## config.mk

```make
export PLATFORM = sky130hd
export DESIGN_NAME = tmo_timer
export DESIGN_NICKNAME = d
export VERILOG_FILES = /design/src/rtl/tmo_pkg.sv /design/src/rtl/tmo_tick_if.sv /design/src/rtl/tmo_timer.sv /design/src/rtl/tmo_tick_gen.sv
export VERILOG_INCLUDE_DIRS = /design/src /design/src/rtl
export SDC_FILE = /design/constraint.sdc
export NUM_CORES = 1
export LEC_CHECK = 0
export BUFFER_PORTS_ARGS = -buffer_cell sky130_fd_sc_hd__buf_2
export CAP_MARGIN = 25
export CORE_ASPECT_RATIO = 1.25
export CORE_MARGIN = 4
export CORE_UTILIZATION = 40
export CTS_BUF_LIST = sky130_fd_sc_hd__clkbuf_8
export DETAILED_ROUTE_END_ITERATION = 10
export MAX_ROUTING_LAYER = met4
export SETUP_SLACK_MARGIN = 0.02
export SLEW_MARGIN = 5
export SYNTH_ARGS = -nofsm -noshare
export SYNTH_HDL_FRONTEND = slang
export SYNTH_HIERARCHICAL = 1
export SYNTH_SLANG_ARGS = --single-unit
export TNS_END_PERCENT = 100
```

## constraint.sdc

```tcl
create_clock -name i_ref_clk -period 6.25 [get_ports i_ref_clk]
set_clock_uncertainty 0.15 [all_clocks]
set_input_delay 0.625 -clock i_ref_clk [delete_from_list [all_inputs] [get_ports i_ref_clk]]
set_output_delay 0.625 -clock i_ref_clk [all_outputs]
set_load 0.1 [all_outputs]
```

## src/rtl/tmo_regs.svh

```systemverilog
// Register offsets, field positions, reset values and counts for the sixteen-bit timer
`ifndef TMO_REGS_SVH
`define TMO_REGS_SVH
`define TMO_OFF_CTRL     12'h000
`define TMO_OFF_CNT_LO   12'h004
`define TMO_OFF_CNT_HI   12'h008
`define TMO_OFF_STAT     12'h00c
`define TMO_CTRL_RESET   8'h00
`define TMO_CNT_RESET    16'h0000
`define TMO_BYTE_RESET   8'h00
`define TMO_BIT_ATOMIC   7
`define TMO_BIT_SYSRUN   6
`define TMO_BIT_PS_HI    5
`define TMO_BIT_PS_LO    4
`define TMO_BIT_OSCEN    3
`define TMO_BIT_NOSYNC   2
`define TMO_BIT_SRC      1
`define TMO_BIT_RUN      0
`define TMO_STAT_FLAG    0
`define TMO_STAT_IEN     1
`define TMO_CNT_MAX      16'hffff
`define TMO_CNT_ONE      16'h0001
`define TMO_QTR_MAX      2'h3
`define TMO_QTR_ONE      2'h1
`define TMO_PS_ONE       3'h1
`define TMO_PS_LIM1      3'h0
`define TMO_PS_LIM2      3'h1
`define TMO_PS_LIM4      3'h3
`define TMO_PS_LIM8      3'h7
`define TMO_PIN_READ0    2'h0
`endif

```

## src/rtl/tmo_pkg.sv

```systemverilog
// Types shared by the sixteen-bit timer modules
`default_nettype none
package tmo_pkg;
  typedef enum logic [1:0] {
    TMO_PS_DIV1 = 2'b00,
    TMO_PS_DIV2 = 2'b01,
    TMO_PS_DIV4 = 2'b10,
    TMO_PS_DIV8 = 2'b11
  } tmo_ps_t;

  typedef enum logic [0:0] {
    TMO_APB_IDLE = 1'b0,
    TMO_APB_ACK  = 1'b1
  } tmo_apb_st_t;
endpackage : tmo_pkg
`default_nettype wire

```

## src/rtl/tmo_tick_if.sv

```systemverilog
// Configuration and count tick between timer control and tick generator
`timescale 1ns/100ps
`default_nettype none
interface tmo_tick_if;
  logic             run;
  logic             src_ext;
  logic             sync_dis;
  tmo_pkg::tmo_ps_t ps_sel;
  logic             ps_clr;
  logic             ext_in;
  logic             tick;

  modport ctl (output run, output src_ext, output sync_dis, output ps_sel, output ps_clr, output ext_in,
               input tick);
  modport gen (input run, input src_ext, input sync_dis, input ps_sel, input ps_clr, input ext_in,
               output tick);
endinterface : tmo_tick_if
`default_nettype wire

```

## src/rtl/tmo_timer.sv

```systemverilog
// Sixteen-bit timer/counter with APB register access
// Overview of operation
// - Atomic bit set gives one 16-bit access; clear gives two byte accesses.
// - In atomic mode high address reaches a buffer, never the true high byte.
// - In atomic mode reading low byte copies true high byte into the buffer.
// - In atomic mode writing low byte loads high byte from buffer together.
// - Low byte write clears prescaler; high byte write leaves it alone.
// - Prescale code 11,10,01,00 divides input by 8,4,2,1.
// - Internal source counts every instruction cycle, reference clock over four.
// - External source counts rising edges of pin or crystal oscillator.
// - External input synchronised when sync-disable clear, raw when set.
// - Sync-disable bit ignored while internal source selected.
// - Run bit set lets counter count, clear halts it.
// - Read-only status bit shows system clock taken from timer oscillator.
// - Oscillator enable bit powers the crystal oscillator, clear shuts it off.
// - Enabled oscillator keeps running in all power-managed modes.
// - While run bit set, both oscillator pins are inputs and port reads give zero.
// - Count wraps from all ones to zero, setting overflow flag; request gated.
// - Special event clears counter except asynchronous counting; write wins.
// - Special event clear never sets the overflow flag.
`timescale 1ns/100ps
`default_nettype none
`include "tmo_regs.svh"
module tmo_timer (
  // Clock and reset
  input  wire logic        i_ref_clk,
  input  wire logic        i_rst,
  // APB slave
  input  wire logic        i_psel,
  input  wire logic        i_penable,
  input  wire logic        i_pwrite,
  input  wire logic [11:0] i_paddr,
  input  wire logic [31:0] i_pwdata,
  output logic      [31:0] o_prdata,
  output logic             o_pready,
  output logic             o_pslverr,
  // Count pins and oscillator
  input  wire logic        i_ext_count_pin,
  input  wire logic        i_crystal_clk,
  output logic             o_crystal_osc_enable,
  input  wire logic [1:0]  i_port_pins,
  output logic      [1:0]  o_port_read,
  output logic             o_pins_forced_input,
  // Core side
  input  wire logic        i_sysclk_from_timer_osc,
  input  wire logic        i_special_event,
  output logic             o_overflow_irq
);
  tmo_tick_if tk ();

  tmo_pkg::tmo_apb_st_t state_r;
  logic [7:0]  ctrl_r;
  logic [15:0] cnt_r;
  logic [7:0]  hbuf_r;
  logic        flag_r;
  logic        ien_r;
  logic        sysrun_r;
  logic [31:0] rd_val;
  logic        hit_ctrl;
  logic        hit_lo;
  logic        hit_hi;
  logic        hit_stat;
  logic        rd_phase;
  logic        done;
  logic        wr_lo;
  logic        wr_hi;
  logic        wr_ctrl;
  logic        wr_stat;
  logic        atomic;
  logic        async_cnt;
  logic        sev_clr;
  logic        inc_ok;
  logic        flag_nxt;

  tmo_tick_gen u_gen (
    .i_ref_clk (i_ref_clk),
    .i_rst     (i_rst),
    .tk        (tk)
  );

  assign atomic    = ctrl_r[`TMO_BIT_ATOMIC];
  assign async_cnt = ctrl_r[`TMO_BIT_SRC] & ctrl_r[`TMO_BIT_NOSYNC];

  assign tk.run      = ctrl_r[`TMO_BIT_RUN];
  assign tk.src_ext  = ctrl_r[`TMO_BIT_SRC];
  assign tk.sync_dis = ctrl_r[`TMO_BIT_NOSYNC];
  assign tk.ps_sel   = tmo_pkg::tmo_ps_t'(ctrl_r[`TMO_BIT_PS_HI:`TMO_BIT_PS_LO]);
  assign tk.ps_clr   = wr_lo;
  // Crystal takes over the count input once its oscillator is enabled
  assign tk.ext_in   = ctrl_r[`TMO_BIT_OSCEN] ? i_crystal_clk : i_ext_count_pin;

  assign hit_ctrl = (i_paddr == `TMO_OFF_CTRL);
  assign hit_lo   = (i_paddr == `TMO_OFF_CNT_LO);
  assign hit_hi   = (i_paddr == `TMO_OFF_CNT_HI);
  assign hit_stat = (i_paddr == `TMO_OFF_STAT);
  assign rd_phase = i_psel & i_penable & ~i_pwrite & (state_r == tmo_pkg::TMO_APB_IDLE);
  assign done     = i_psel & i_penable & o_pready;
  assign wr_lo    = done & i_pwrite & hit_lo;
  assign wr_hi    = done & i_pwrite & hit_hi;
  assign wr_ctrl  = done & i_pwrite & hit_ctrl;
  assign wr_stat  = done & i_pwrite & hit_stat;

  always_comb begin
    rd_val = 32'h0000_0000;
    if (hit_ctrl) begin
      rd_val[7:0] = {ctrl_r[7], sysrun_r, ctrl_r[5:0]};
    end else if (hit_lo) begin
      rd_val[7:0] = cnt_r[7:0];
    end else if (hit_hi) begin
      rd_val[7:0] = atomic ? hbuf_r : cnt_r[15:8];
    end else if (hit_stat) begin
      rd_val[`TMO_STAT_FLAG] = flag_r;
      rd_val[`TMO_STAT_IEN]  = ien_r;
    end
  end

  // One wait state so read data leaves a flop
  always_ff @(posedge i_ref_clk) begin
    if (i_rst) begin
      state_r   <= tmo_pkg::TMO_APB_IDLE;
      o_pready  <= 1'b0;
      o_pslverr <= 1'b0;
      o_prdata  <= 32'h0000_0000;
    end else begin
      case (state_r)
        tmo_pkg::TMO_APB_IDLE: begin
          if (i_psel && i_penable) begin
            state_r   <= tmo_pkg::TMO_APB_ACK;
            o_pready  <= 1'b1;
            o_pslverr <= ~(hit_ctrl | hit_lo | hit_hi | hit_stat);
            o_prdata  <= i_pwrite ? 32'h0000_0000 : rd_val;
          end
        end
        tmo_pkg::TMO_APB_ACK: begin
          state_r   <= tmo_pkg::TMO_APB_IDLE;
          o_pready  <= 1'b0;
          o_pslverr <= 1'b0;
        end
        default: begin
          state_r  <= tmo_pkg::TMO_APB_IDLE;
          o_pready <= 1'b0;
        end
      endcase
    end
  end

  // Status bit is read-only, so writes never land in bit 6
  always_ff @(posedge i_ref_clk) begin
    if (i_rst) begin
      ctrl_r <= `TMO_CTRL_RESET;
    end else if (wr_ctrl) begin
      ctrl_r <= i_pwdata[7:0] & ~(8'h01 << `TMO_BIT_SYSRUN);
    end
  end

  // Oscillator enable follows the control bit only; no low-power mode gates it
  assign o_crystal_osc_enable = ctrl_r[`TMO_BIT_OSCEN];

  always_ff @(posedge i_ref_clk) begin
    if (i_rst) begin
      sysrun_r <= 1'b0;
    end else begin
      sysrun_r <= i_sysclk_from_timer_osc;
    end
  end

  // Buffer is snapped in the same cycle the low byte is sampled for read data
  always_ff @(posedge i_ref_clk) begin
    if (i_rst) begin
      hbuf_r <= `TMO_BYTE_RESET;
    end else if (wr_hi && atomic) begin
      hbuf_r <= i_pwdata[7:0];
    end else if (rd_phase && hit_lo && atomic) begin
      hbuf_r <= cnt_r[15:8];
    end
  end

  // Asynchronous counting may miss the trigger in silicon; here it is simply ignored
  assign sev_clr = i_special_event & ~async_cnt;
  assign inc_ok  = tk.tick & ~wr_lo & ~(wr_hi & ~atomic) & ~sev_clr;

  always_ff @(posedge i_ref_clk) begin
    if (i_rst) begin
      cnt_r <= `TMO_CNT_RESET;
    end else if (wr_lo) begin
      cnt_r <= atomic ? {hbuf_r, i_pwdata[7:0]} : {cnt_r[15:8], i_pwdata[7:0]};
    end else if (wr_hi && !atomic) begin
      cnt_r[15:8] <= i_pwdata[7:0];
    end else if (sev_clr) begin
      cnt_r <= `TMO_CNT_RESET;
    end else if (tk.tick) begin
      cnt_r <= cnt_r + `TMO_CNT_ONE;
    end
  end

  // A new wrap beats a same-cycle software clear
  assign flag_nxt = (inc_ok & (cnt_r == `TMO_CNT_MAX)) |
                    (flag_r & ~(wr_stat & i_pwdata[`TMO_STAT_FLAG]));

  always_ff @(posedge i_ref_clk) begin
    if (i_rst) begin
      flag_r <= 1'b0;
      ien_r  <= 1'b0;
    end else begin
      flag_r <= flag_nxt;
      if (wr_stat) begin
        ien_r <= i_pwdata[`TMO_STAT_IEN];
      end
    end
  end

  always_ff @(posedge i_ref_clk) begin
    if (i_rst) begin
      o_overflow_irq <= 1'b0;
    end else begin
      o_overflow_irq <= flag_r & ien_r;
    end
  end

  always_ff @(posedge i_ref_clk) begin
    if (i_rst) begin
      o_port_read         <= `TMO_PIN_READ0;
      o_pins_forced_input <= 1'b0;
    end else begin
      o_port_read         <= ctrl_r[`TMO_BIT_RUN] ? `TMO_PIN_READ0 : i_port_pins;
      o_pins_forced_input <= ctrl_r[`TMO_BIT_RUN];
    end
  end
endmodule : tmo_timer
`default_nettype wire

```

## src/rtl/tmo_tick_gen.sv

```systemverilog
// Count source selection, synchroniser, edge detect and input prescaler
`timescale 1ns/100ps
`default_nettype none
`include "tmo_regs.svh"
module tmo_tick_gen (
  // Clock and reset
  input  wire logic i_ref_clk,
  input  wire logic i_rst,
  // Control side
  tmo_tick_if.gen   tk
);
  logic [1:0] qtr_r;
  logic       sync1_r;
  logic       sync2_r;
  logic       sync3_r;
  logic       raw_prev_r;
  logic [2:0] ps_r;
  logic [2:0] ps_lim;
  logic       inst_tick;
  logic       src_pulse;

  // Instruction cycle is one in four reference clocks
  always_ff @(posedge i_ref_clk) begin
    if (i_rst) begin
      qtr_r <= 2'h0;
    end else begin
      qtr_r <= qtr_r + `TMO_QTR_ONE;
    end
  end
  assign inst_tick = (qtr_r == `TMO_QTR_MAX);

  // Two-stage synchroniser, third flop only for edge detect
  always_ff @(posedge i_ref_clk) begin
    if (i_rst) begin
      sync1_r <= 1'b0;
      sync2_r <= 1'b0;
      sync3_r <= 1'b0;
    end else begin
      sync1_r <= tk.ext_in;
      sync2_r <= sync1_r;
      sync3_r <= sync2_r;
    end
  end

  // Unsynchronised path sees the pin two cycles earlier, at metastability risk
  always_ff @(posedge i_ref_clk) begin
    if (i_rst) begin
      raw_prev_r <= 1'b0;
    end else begin
      raw_prev_r <= tk.ext_in;
    end
  end

  always_comb begin
    if (!tk.src_ext) begin
      src_pulse = inst_tick;
    end else if (tk.sync_dis) begin
      src_pulse = tk.ext_in & ~raw_prev_r;
    end else begin
      src_pulse = sync2_r & ~sync3_r;
    end
  end

  always_comb begin
    case (tk.ps_sel)
      tmo_pkg::TMO_PS_DIV1: ps_lim = `TMO_PS_LIM1;
      tmo_pkg::TMO_PS_DIV2: ps_lim = `TMO_PS_LIM2;
      tmo_pkg::TMO_PS_DIV4: ps_lim = `TMO_PS_LIM4;
      tmo_pkg::TMO_PS_DIV8: ps_lim = `TMO_PS_LIM8;
      default:              ps_lim = `TMO_PS_LIM1;
    endcase
  end

  always_ff @(posedge i_ref_clk) begin
    if (i_rst || tk.ps_clr) begin
      ps_r <= 3'h0;
    end else if (tk.run && src_pulse) begin
      ps_r <= (ps_r >= ps_lim) ? 3'h0 : ps_r + `TMO_PS_ONE;
    end
  end

  assign tk.tick = tk.run & src_pulse & (ps_r >= ps_lim) & ~tk.ps_clr;
endmodule : tmo_tick_gen
`default_nettype wire

```

# ---- After elaboration in Yosys (flattened, before gate mapping)
# Cells that the tools add are included.
dict set report op_classes {
  addsub 3
  magnitude_cmp 1
  eq_ne 11
  n_mux 26
  bitwise 39
  n_reduce_logical 17
}
# op count
set ops {}
lappend ops {{two-way mux 16 bit} 4}
lappend ops {{two-way mux 8 bit} 8}
lappend ops {{bitwise AND 1 bit} 24}
lappend ops {{equality test 12 x 4 -> 1 bit, second input constant} 2}
lappend ops {{adder 16 x 1 -> 16 bit, second input constant} 1}
lappend ops {{equality test 16 bit, second input constant} 1}
lappend ops {{equality test 12 x 3 -> 1 bit, second input constant} 1}
lappend ops {{zero test 12 bit} 1}
lappend ops {{case mux 3 bit (4 select lines)} 1}
lappend ops {{inverter 1 bit} 11}
lappend ops {{equality test 2 bit, second input constant} 3}
lappend ops {{logical AND 1 bit} 6}
lappend ops {{two-way mux 1 bit} 6}
lappend ops {{two-way mux 6 bit} 1}
lappend ops {{case mux 1 bit (2 select lines)} 3}
lappend ops {{AND reduction 2 bit} 3}
lappend ops {{two-way mux 2 bit} 2}
lappend ops {{!= test 2 x 1 -> 1 bit, second input constant} 2}
lappend ops {{OR 1 bit} 4}
lappend ops {{nonzero test 4 bit} 1}
lappend ops {{adder 3 x 1 -> 3 bit, second input constant} 1}
lappend ops {{>= comparator 3 bit} 1}
lappend ops {{two-way mux 3 bit} 1}
lappend ops {{nonzero test 3 bit} 1}
lappend ops {{8 further kinds} 8}
dict set report totals {
  reg_bits 81
  inputBits 55
  out_inout_bits 39
}

# ---- Depth between registers and ports, before layout
# Gate-level depths: netlist (run 1).
dict set report depth {
  word_depth 12
  mapped_depth 10
}

# ---- By module
# The synthesis (run 1) kept the hierarchy.
# mod n_inst cells_each area_per_inst_um2 seq_area_each_um2
set modules_own_cells {}
lappend modules_own_cells {tmo_timer 1 360 3029.2 980.9}
lappend modules_own_cells {tmo_tick_gen 1 45 425.4 160.2}

# ---- Least setup slack after synthesis (run 1)
# OpenSTA, ideal clock, no wires.
dict set report synth_timing {
  path_kind {register to register}
  from {register o_pready}
  to {register cnt_r[7]}
  t_arrival_ps 2723
  required_time_ps 5975
  setup_slack_ps 3252
  stages_incl_launch_ff 11
  path_buffers 2
  period_less_slack_ps 2998
  path_cell_list {dfxtp_1 and4_1 nand4_4 inv_2 buf_2 nor4b_1 clkbuf_1 nor2_1 nand2_1 a31oi_1 a211oi_1}
}
dict set report synth_via {
  elab_chain_len 7
  word_cells_on_any_way 11
}
# item line
set synth_lines {}
lappend synth_lines {{from (decl)} tmo_timer.sv:35} ;# output logic o_pready,
lappend synth_lines {{from (signal assigned)} tmo_timer.sv:121} ;# o_pready <= 1'b0;
lappend synth_lines {{from (signal assigned)} tmo_timer.sv:129} ;# o_pready <= 1'b1;
lappend synth_lines {{from (signal assigned)} tmo_timer.sv:136} ;# o_pready <= 1'b0;
lappend synth_lines {{bitwise AND 1 bit} tmo_timer.sv:97} ;# assign done = i_psel & i_penable & o_pready;
lappend synth_lines {{bitwise AND 1 bit (2 in a row)} tmo_timer.sv:98} ;# assign wr_lo = done & i_pwrite & hit_lo;
lappend synth_lines {{via tk.ps_clr} tmo_tick_if.sv:9} ;# logic ps_clr;
lappend synth_lines {{inverter 1 bit} tmo_tick_gen.sv:82} ;# assign tk.tick = tk.run & src_pulse & (ps_r >= ps_lim) & ~tk.ps_clr;
lappend synth_lines {{bitwise AND 1 bit} tmo_tick_gen.sv:82}
lappend synth_lines {{via tk.tick} tmo_tick_if.sv:11} ;# logic tick;
lappend synth_lines {{nonzero test 3 bit (no source line)} -}
lappend synth_lines {{AND reduction 2 bit (no source line)} -}
lappend synth_lines {{to (signal assigned)} tmo_timer.sv:186} ;# cnt_r <= atomic ? {hbuf_r, i_pwdata[7:0]} : {cnt_r[15:8], i_pwdata[7:0]};
lappend synth_lines {{to (signal assigned)} tmo_timer.sv:190} ;# cnt_r <= `TMO_CNT_RESET;
lappend synth_lines {{to (signal assigned)} tmo_timer.sv:192} ;# cnt_r <= cnt_r + `TMO_CNT_ONE;
lappend synth_lines {{to (decl)} tmo_timer.sv:53} ;# logic [15:0] cnt_r;
# The timed path passes the listed nets, and every way through them passes these cells.
# A chain may end at the register's enable or synchronous reset.

# ---- Worst setup path after layout (run 1)
dict set report layout_timing {
  from {input i_paddr[3]}
  to {register cnt_r[2]}
}
dict set report layout_via {
  elab_chain_len 6
  word_cells_on_any_way 11
}
# item line
set layout_lines {}
lappend layout_lines {{from (decl)} tmo_timer.sv:32} ;# input wire logic [11:0] i_paddr,
lappend layout_lines {{equality test 12 x 3 -> 1 bit (no source line)} -}
lappend layout_lines {{bitwise AND 1 bit} tmo_timer.sv:98}
lappend layout_lines {{inverter 1 bit} tmo_tick_gen.sv:82}
lappend layout_lines {{bitwise AND 1 bit} tmo_tick_gen.sv:82}
lappend layout_lines {{via tk.tick} tmo_tick_if.sv:11}
lappend layout_lines {{nonzero test 3 bit (no source line)} -}
lappend layout_lines {{AND reduction 2 bit (no source line)} -}
# The timed path passes the listed nets, and every way through them passes these cells.

==> summary.md, run 1 <==
| Metric | Value |
|---|---|
| Status | finished clean |
| Largest net degree at the start of global routing | 45 |
| DRT antenna net count | 0 |
| Worst setup SP type | primary input |
| Setup crit start | i_paddr[3] |
| Via count | 3083 |
| Final Wtd Congestion | around 0.96 |
| Worst path cell trace | buf_2 > nor4b_2 > nand4_4 > inv_2 > nor4b_1 > buf_4 > nor2_1 > nand2_1 > a21oi_1 > a311oi_1 |
| FFs w/ async S/R, synth | 0 |
| Post-CTS Hold Buffers | 0 |
| # rows | 37 |
| Max rail drop VDD | between 0.0001 and 0.00015 V |
| Slew Viols, Final | 0 |
| Final Hold Viols | 0 |
| TritonCTS Buffers | 9 |
| RSZ-0062 raised after global routing | false |
| Final WL | between 9000 and 10000 um |
| Worst EP required | 6270 ps |
| Peak Freq | between 0.3 and 0.4 GHz |
| Footprint of the multi-input gates | 2050 um2 |
| Final WS setup | around 3400 ps |
| Grt ovf | 0 |
| Longest Clk Path Bufs | 2 |
| EDFF count, synth | 0 |
| Hold wc startpoint | u_gen/qtr_r[0] |
| Minimum clock period | between 2000 and 3000 ps |
| Die H | between 100 and 150 um |
| Core area | ~8300 um2 |
| First-pass GRT wire length | 15100 um |
| Die Width | approximately 91 um |
| # resized after CTS | 0 |
| Initial antenna violation count | 0 |
| GRT Resource Usage Total | 0.191 |
| Avg Inst Size Synth | 8.53 um2 |
| LEAKAGE | around 1.5 nW |
| Pre-CTS setup slack | just over 3000 ps |
| Post-synthesis sequential area ratio | 0.330 |
| H-tree depth | 3 |
| Reg2reg start | ctrl_r[4] |
| Postcts setup bufs | 0 |
| Slew headroom | 0.406 |
| Detailed Place HPWL | 6760 um |
| Power per cell area | ~220 nW/um2 |
| Clk Latency, worst-skew pair | between 300 and 400 ps |
| DIE AREA | slightly above 10000 um2 |
| Final net count | between 500 and 600 |
| Crit path kind | in2reg |
| Final Setup Violations | 0 |
| Register area | about 1100 um2 |
| Critical path capture point type | register |
| Layout area overhead | 9.45% |
| Final Cycle Share | 0.462 |
| Drt drc | 0 |
| Post-synthesis cell type count | between 60 and 70 |
| Vias per cell | 5.69 |
| CTS tree | yes |
| CP max stage cell | nor4b_2 |
| Starting density of the core | 0.415 |
| Synth top cells by count | 57 x dfxtp_1, 42 x nand2_1, 25 x buf_4, 25 x o21ai_0, 24 x nor2_1 |
| Worst path max stage delay | approximately 430 ps |
| Cells after synthesis | ~410 |
| Share of cells above drive strength 1 | 0.182 |
| Crit path max fanout | 21 |
| Number of port buffers | 45 |
| DRT Pass-1 Iters | 5 |
| Synth area leader | dfxtp_1 |
| Number of global-route vias before repair | about 3k |
| Netlist Area Pre-Place | 3450 um2 |
| Worst-Margin Slew | a little under 900 ps |
| Clock tree root buffer cell | clkbuf_8 |
| FF+latch count, synth | 57 |
| HP Class | reg2reg |
| Max cap viols | 0 |
| DR WL/cell | 17.1 um |
| Yosys warns | 6 |
| Number of I/O pins | 94 |
| ANT cells | 0 |
| Synth Flop Type | dfxtp_1 |
| # clock sinks | 57 |
| Share of the synthesized area in the top cell type | 0.330 |
| Setup TNS | 0 ps |
| Clk pin slew, worst setup/hold paths | 60 ps |
| Filler instances | 848 |
| Top cells by area, synth | dfxtp_1 33%, mux2i_1 5.5%, buf_4 5.4% |
| Critical path data arrival time | 2910 ps |
| Initial drt markers | approximately 220 |
| Most frequent cell after synthesis | dfxtp_1 |
[metal layers]
metal	global-route usage	vias to the layer above	share of wire
li1	-	1518	-
met1	0.238	1431	0.44
met2	0.292	108	0.46
met3	0.0378	26	0.067
met4	0.0966	0	0.032
met5	-	-	0
[cell families (layout without fill, tap and decap cells)]
family | count (synthesis) | in the layout | synth area share
muxes | 20 | 20 | 0.0583
and+or+nand+nor | 150 | 150 | 0.258
adders and majority gates | 6 | 6 | 0.0217
AOI/OAI and AO/OA | 107 | 107 | 0.209
xor gates and xnor gates | 8 | 8 | 0.0203
DFF | 57 | 57 | 0.330
other | 1 | 24 | 0.00109
buffers and inverters | 56 | 73 | 0.102
[critical path, delay by kind of cell]
kind	cells	cell delay, ps
AO/OA/AOI/OAI	2	280
buffers and inverters	3	740
AND/OR/NAND/NOR	5	1250
[cell usage in the layout (no fill, tap or decap), types with 7 or more instances in the layout]
cell / synthesis / final
a211oi_1: 8 / 8
a21oi_1: 19 / 19
a31oi_1: 12 / 12
a32o_1: 8 / 8
buf_2: 4 / 45
clkbuf_8: 2 / 10
conb_1: 1 / 24
dfxtp_1: 57 / 57
inv_1: 8 / 11
mux2i_1: 19 / 19
nand2_1: 42 / 42
nand2b_1: 8 / 8
nand3_1: 12 / 12
nand4_1: 7 / 7
nor2_1: 24 / 24
nor2b_1: 14 / 14
o21ai_0: 25 / 25
[metrics by stage]
| stage | hold slack (ps) | total power, mW | util | cells | cell area, um2 |
|---|---|---|---|---|---|
| after detailed placement | 263 | 0.518 | 0.431 | 526 | 3590 |
| after global placement | 258 | 0.517 | 0.431 | 526 | 3590 |
| after CTS | 272 | 0.852 | 0.454 | 542 | 3780 |
| after global routing | 281 | 0.877 | 0.454 | 542 | 3780 |
| final | 265 | 0.845 | 0.454 | 542 | 3780 |
| after floorplan | 245 | 0.501 | - | 428 | 3540 |
[final cells by class]
cell class                 count  share of cell area
clock buffer                  10              0.0364
multi-input combinational    315               0.542
inverter                       9             0.00893
tap                           97              0.0321
clock inverter                 6              0.0136
timing repair buffer          48              0.0655
sequential                    57               0.302
[registers in the layout, indices dropped and copies added (netlist names)]
register             cells
o_pslverr                1
u_gen/ps_r               3
u_gen/sync3_r            1
flag_r                   1
u_gen/sync2_r            1
state_r                  1
o_pins_forced_input      1
ctrl_r                   7
o_port_read              2
cnt_r                   16
ien_r                    1
u_gen/raw_prev_r         1
o_pready                 1
sysrun_r                 1
o_prdata                 8
hbuf_r                   8
u_gen/qtr_r              2
o_overflow_irq           1
[power by group]
group          internal [mW]  total [mW]  switching [mW]
combinational         0.0234       0.136           0.113
sequential             0.369       0.375         0.00545
clock                  0.189       0.334           0.145
total                  0.582       0.845           0.263
[worst paths after layout]
path	end	slack, ps	depth (start not counted)
min	u_gen/qtr_r[0]	260	1
max reg2reg	cnt_r[2]	3570	10
min reg2reg	u_gen/qtr_r[0]	260	1
max	cnt_r[2]	3360	10
(Power assumes the default switching activity.)
==> run 2: changes to the inputs <==
- clock period: 6.25 -> 2.9 ns (I/O delays scaled with it)
==> run 2 against run 1 <==
Effect of this change:
- global-route usage grew 0.66 points
- flip-flop and latch count is the same
- non-clock buffer count grew 8
- critical path type is now reg2reg
- critical endpoint is now cnt_r[15]
- first-iteration DRC count shrank 13%
==> summary.md, run 2 (synthesized netlist as in run 1, its figures left out) <==
| Metric | Value |
|---|---|
| Grt ovf | 0 (unchanged) |
| Clk Latency, worst-skew pair | 340 ps (about the same) |
| Initial drt markers | 195 (-13%) |
| Share of cells above drive strength 1 | 0.210 (+0.0277) |
| DRT antenna net count | 0 (unchanged) |
| First-pass GRT wire length | 15700 um (+3.6%) |
| Number of I/O pins | 94 (unchanged) |
| Minimum clock period | 2690 ps |
| Initial antenna violation count | 0 (unchanged) |
| Detailed Place HPWL | 7020 um (+3.9%) |
| Final net count | 509 (+1.6%) |
| DR WL/cell | 17.5 um (+2.3%) |
| Worst EP required | 2970 ps (-3300 ps) |
| Worst-Margin Slew | 589 ps (-303 ps) |
| Starting density of the core | 0.415 (unchanged) |
| CTS tree | yes |
| HP Class | in2reg |
| Clk pin slew, worst setup/hold paths | 70 ps (about the same) |
| Top Registers | cnt_r x16, hbuf_r x8, o_prdata x8 |
| Crit path kind | reg2reg |
| Most common cell after layout, fill and taps aside | dfxtp_1 |
| H-tree depth | 3 (unchanged) |
| Longest Clk Path Bufs | 2 (unchanged) |
| Final Cycle Share | 0.926 |
| ANT cells | 0 (unchanged) |
| Critical path capture point type | register |
| Final WS setup | 215 ps (-3150 ps) |
| Final Setup Violations | 0 (unchanged) |
| Setup TNS | 0 ps (unchanged) |
| # rows | 37 (unchanged) |
| Vias per cell | 5.74 (+0.85%) |
| RSZ-0062 raised after global routing | false |
| Max cap viols | 0 (unchanged) |
| Max reg flops | 16 (unchanged) |
| Final Hold Viols | 0 (unchanged) |
| Post-CTS Hold Buffers | 0 (unchanged) |
| Drt drc | 0 (unchanged) |
| Via count | 3155 (+2.3%) |
| Status | finished clean |
| Final WL | 9600 um (+3.8%) |
| Number of global-route vias before repair | 3039 (+3.3%) |
| Core area | 8330 um2 (unchanged) |
| Clock tree root buffer cell | clkbuf_8 |
| Power per cell area | 480 nW/um2 (+110%) |
| Die H | 112 um (unchanged) |
| Worst hold margin | 34.8 ps (-230 ps) |
| Worst setup SP type | register |
| TritonCTS Buffers | 9 (unchanged) |
| Layout area overhead | 11.5% |
| Largest net degree at the start of global routing | 27 (-40%) |
| # clock sinks | 57 (unchanged) |
| Reg with most FFs | cnt_r |
| Peak Freq | 0.372 GHz |
| GRT Resource Usage Total | 0.197 (+0.00659) |
| Hold wc startpoint | i_sysclk_from_timer_osc |
| # resized after CTS | 0 (unchanged) |
| Slew Viols, Final | 0 (unchanged) |
| Reg2reg start | ctrl_r[4] |
| Pre-CTS setup slack | 228 ps (-2800 ps) |
| Die Width | 91.1 um (unchanged) |
| Crit path max fanout | 9 (-57%) |
| DIE AREA | 10200 um2 (unchanged) |
| Setup crit start | ctrl_r[4] |
| Critical path data arrival time | 2760 ps (-150 ps) |
| DRT Pass-1 Iters | 5 (unchanged) |
| Slew headroom | 0.608 (+0.202) |
| Commonest cells after routing, fill and taps aside | 55 x dfxtp_1, 45 x buf_2, 41 x nand2_1, 25 x o21ai_0 |
| Max rail drop VDD | 0.000165 V (+44%) |
| LEAKAGE | 1.49 nW (+2.1%) |
| Final Wtd Congestion | 0.934 (-2.5%) |
| Number of port buffers | 45 (unchanged) |
| Postcts setup bufs | 0 (unchanged) |
[run 2: changes by cell type in the layout (fill, tap and decap cells not counted)]
cell        delta
nand2_1        -1
dfxtp_2        +2
nand2_2        +1
dfxtp_1        -2
clkinv_2       +2
clkinvlp_4     +1
inv_1          -3
buf_4          +8
[run 2: metal layers]
metal  global-route usage  vias up  share of wire
met5                    -        -              0
met4               0.0966        0          0.041
met3               0.0446       37          0.058
met2                0.308      115           0.47
met1                0.239     1471           0.44
li1                     -     1532              -
[run 2: per-stage QoR]
step                utilization  instance area, um2  std cells  total power, mW
floorplan                     -                3540        428             1.08
global placement          0.439                3650        534             1.12
detailed placement        0.439                3650        534             1.12
CTS                       0.462                3850        550             1.86
global route              0.462                3850        550             1.92
finish                    0.462                3850        550             1.85
[run 2: path summary, 6_finish.rpt]
kind / slack [ps] / cells after the start / to
max: 210 / 9 / cnt_r[15]
min: 30 / 2 / sysrun_r
max reg2reg: 210 / 9 / cnt_r[15]
min reg2reg: 280 / 1 / u_gen/qtr_r[0]
[run 2: worst max-delay path: stages (launching register included)]
cell and delay (ps):
dfxtp_1 350, or2_2 300, ha_1 270, nand2b_4 110, a31o_1 190, nor4b_1 290
buf_4 240, nor2_1 60, a32o_2 360, a32o_1 230
[run 2: layout make-up]
cell class | instances | area, um2
tap | 97 | 121
timing repair buffer | 56 | 308
clock buffer | 10 | 138
clock inverter | 6 | 57.6
fill | 830 | 4480
sequential | 57 | 1140
multi-input combinational | 315 | 2050
inverter | 9 | 33.8
[run 2: report_power, final]
group	internal, mW	total (mW)	switching, mW
clock network	0.414	0.743	0.329
registers	0.796	0.808	0.0120
logic	0.0522	0.298	0.245
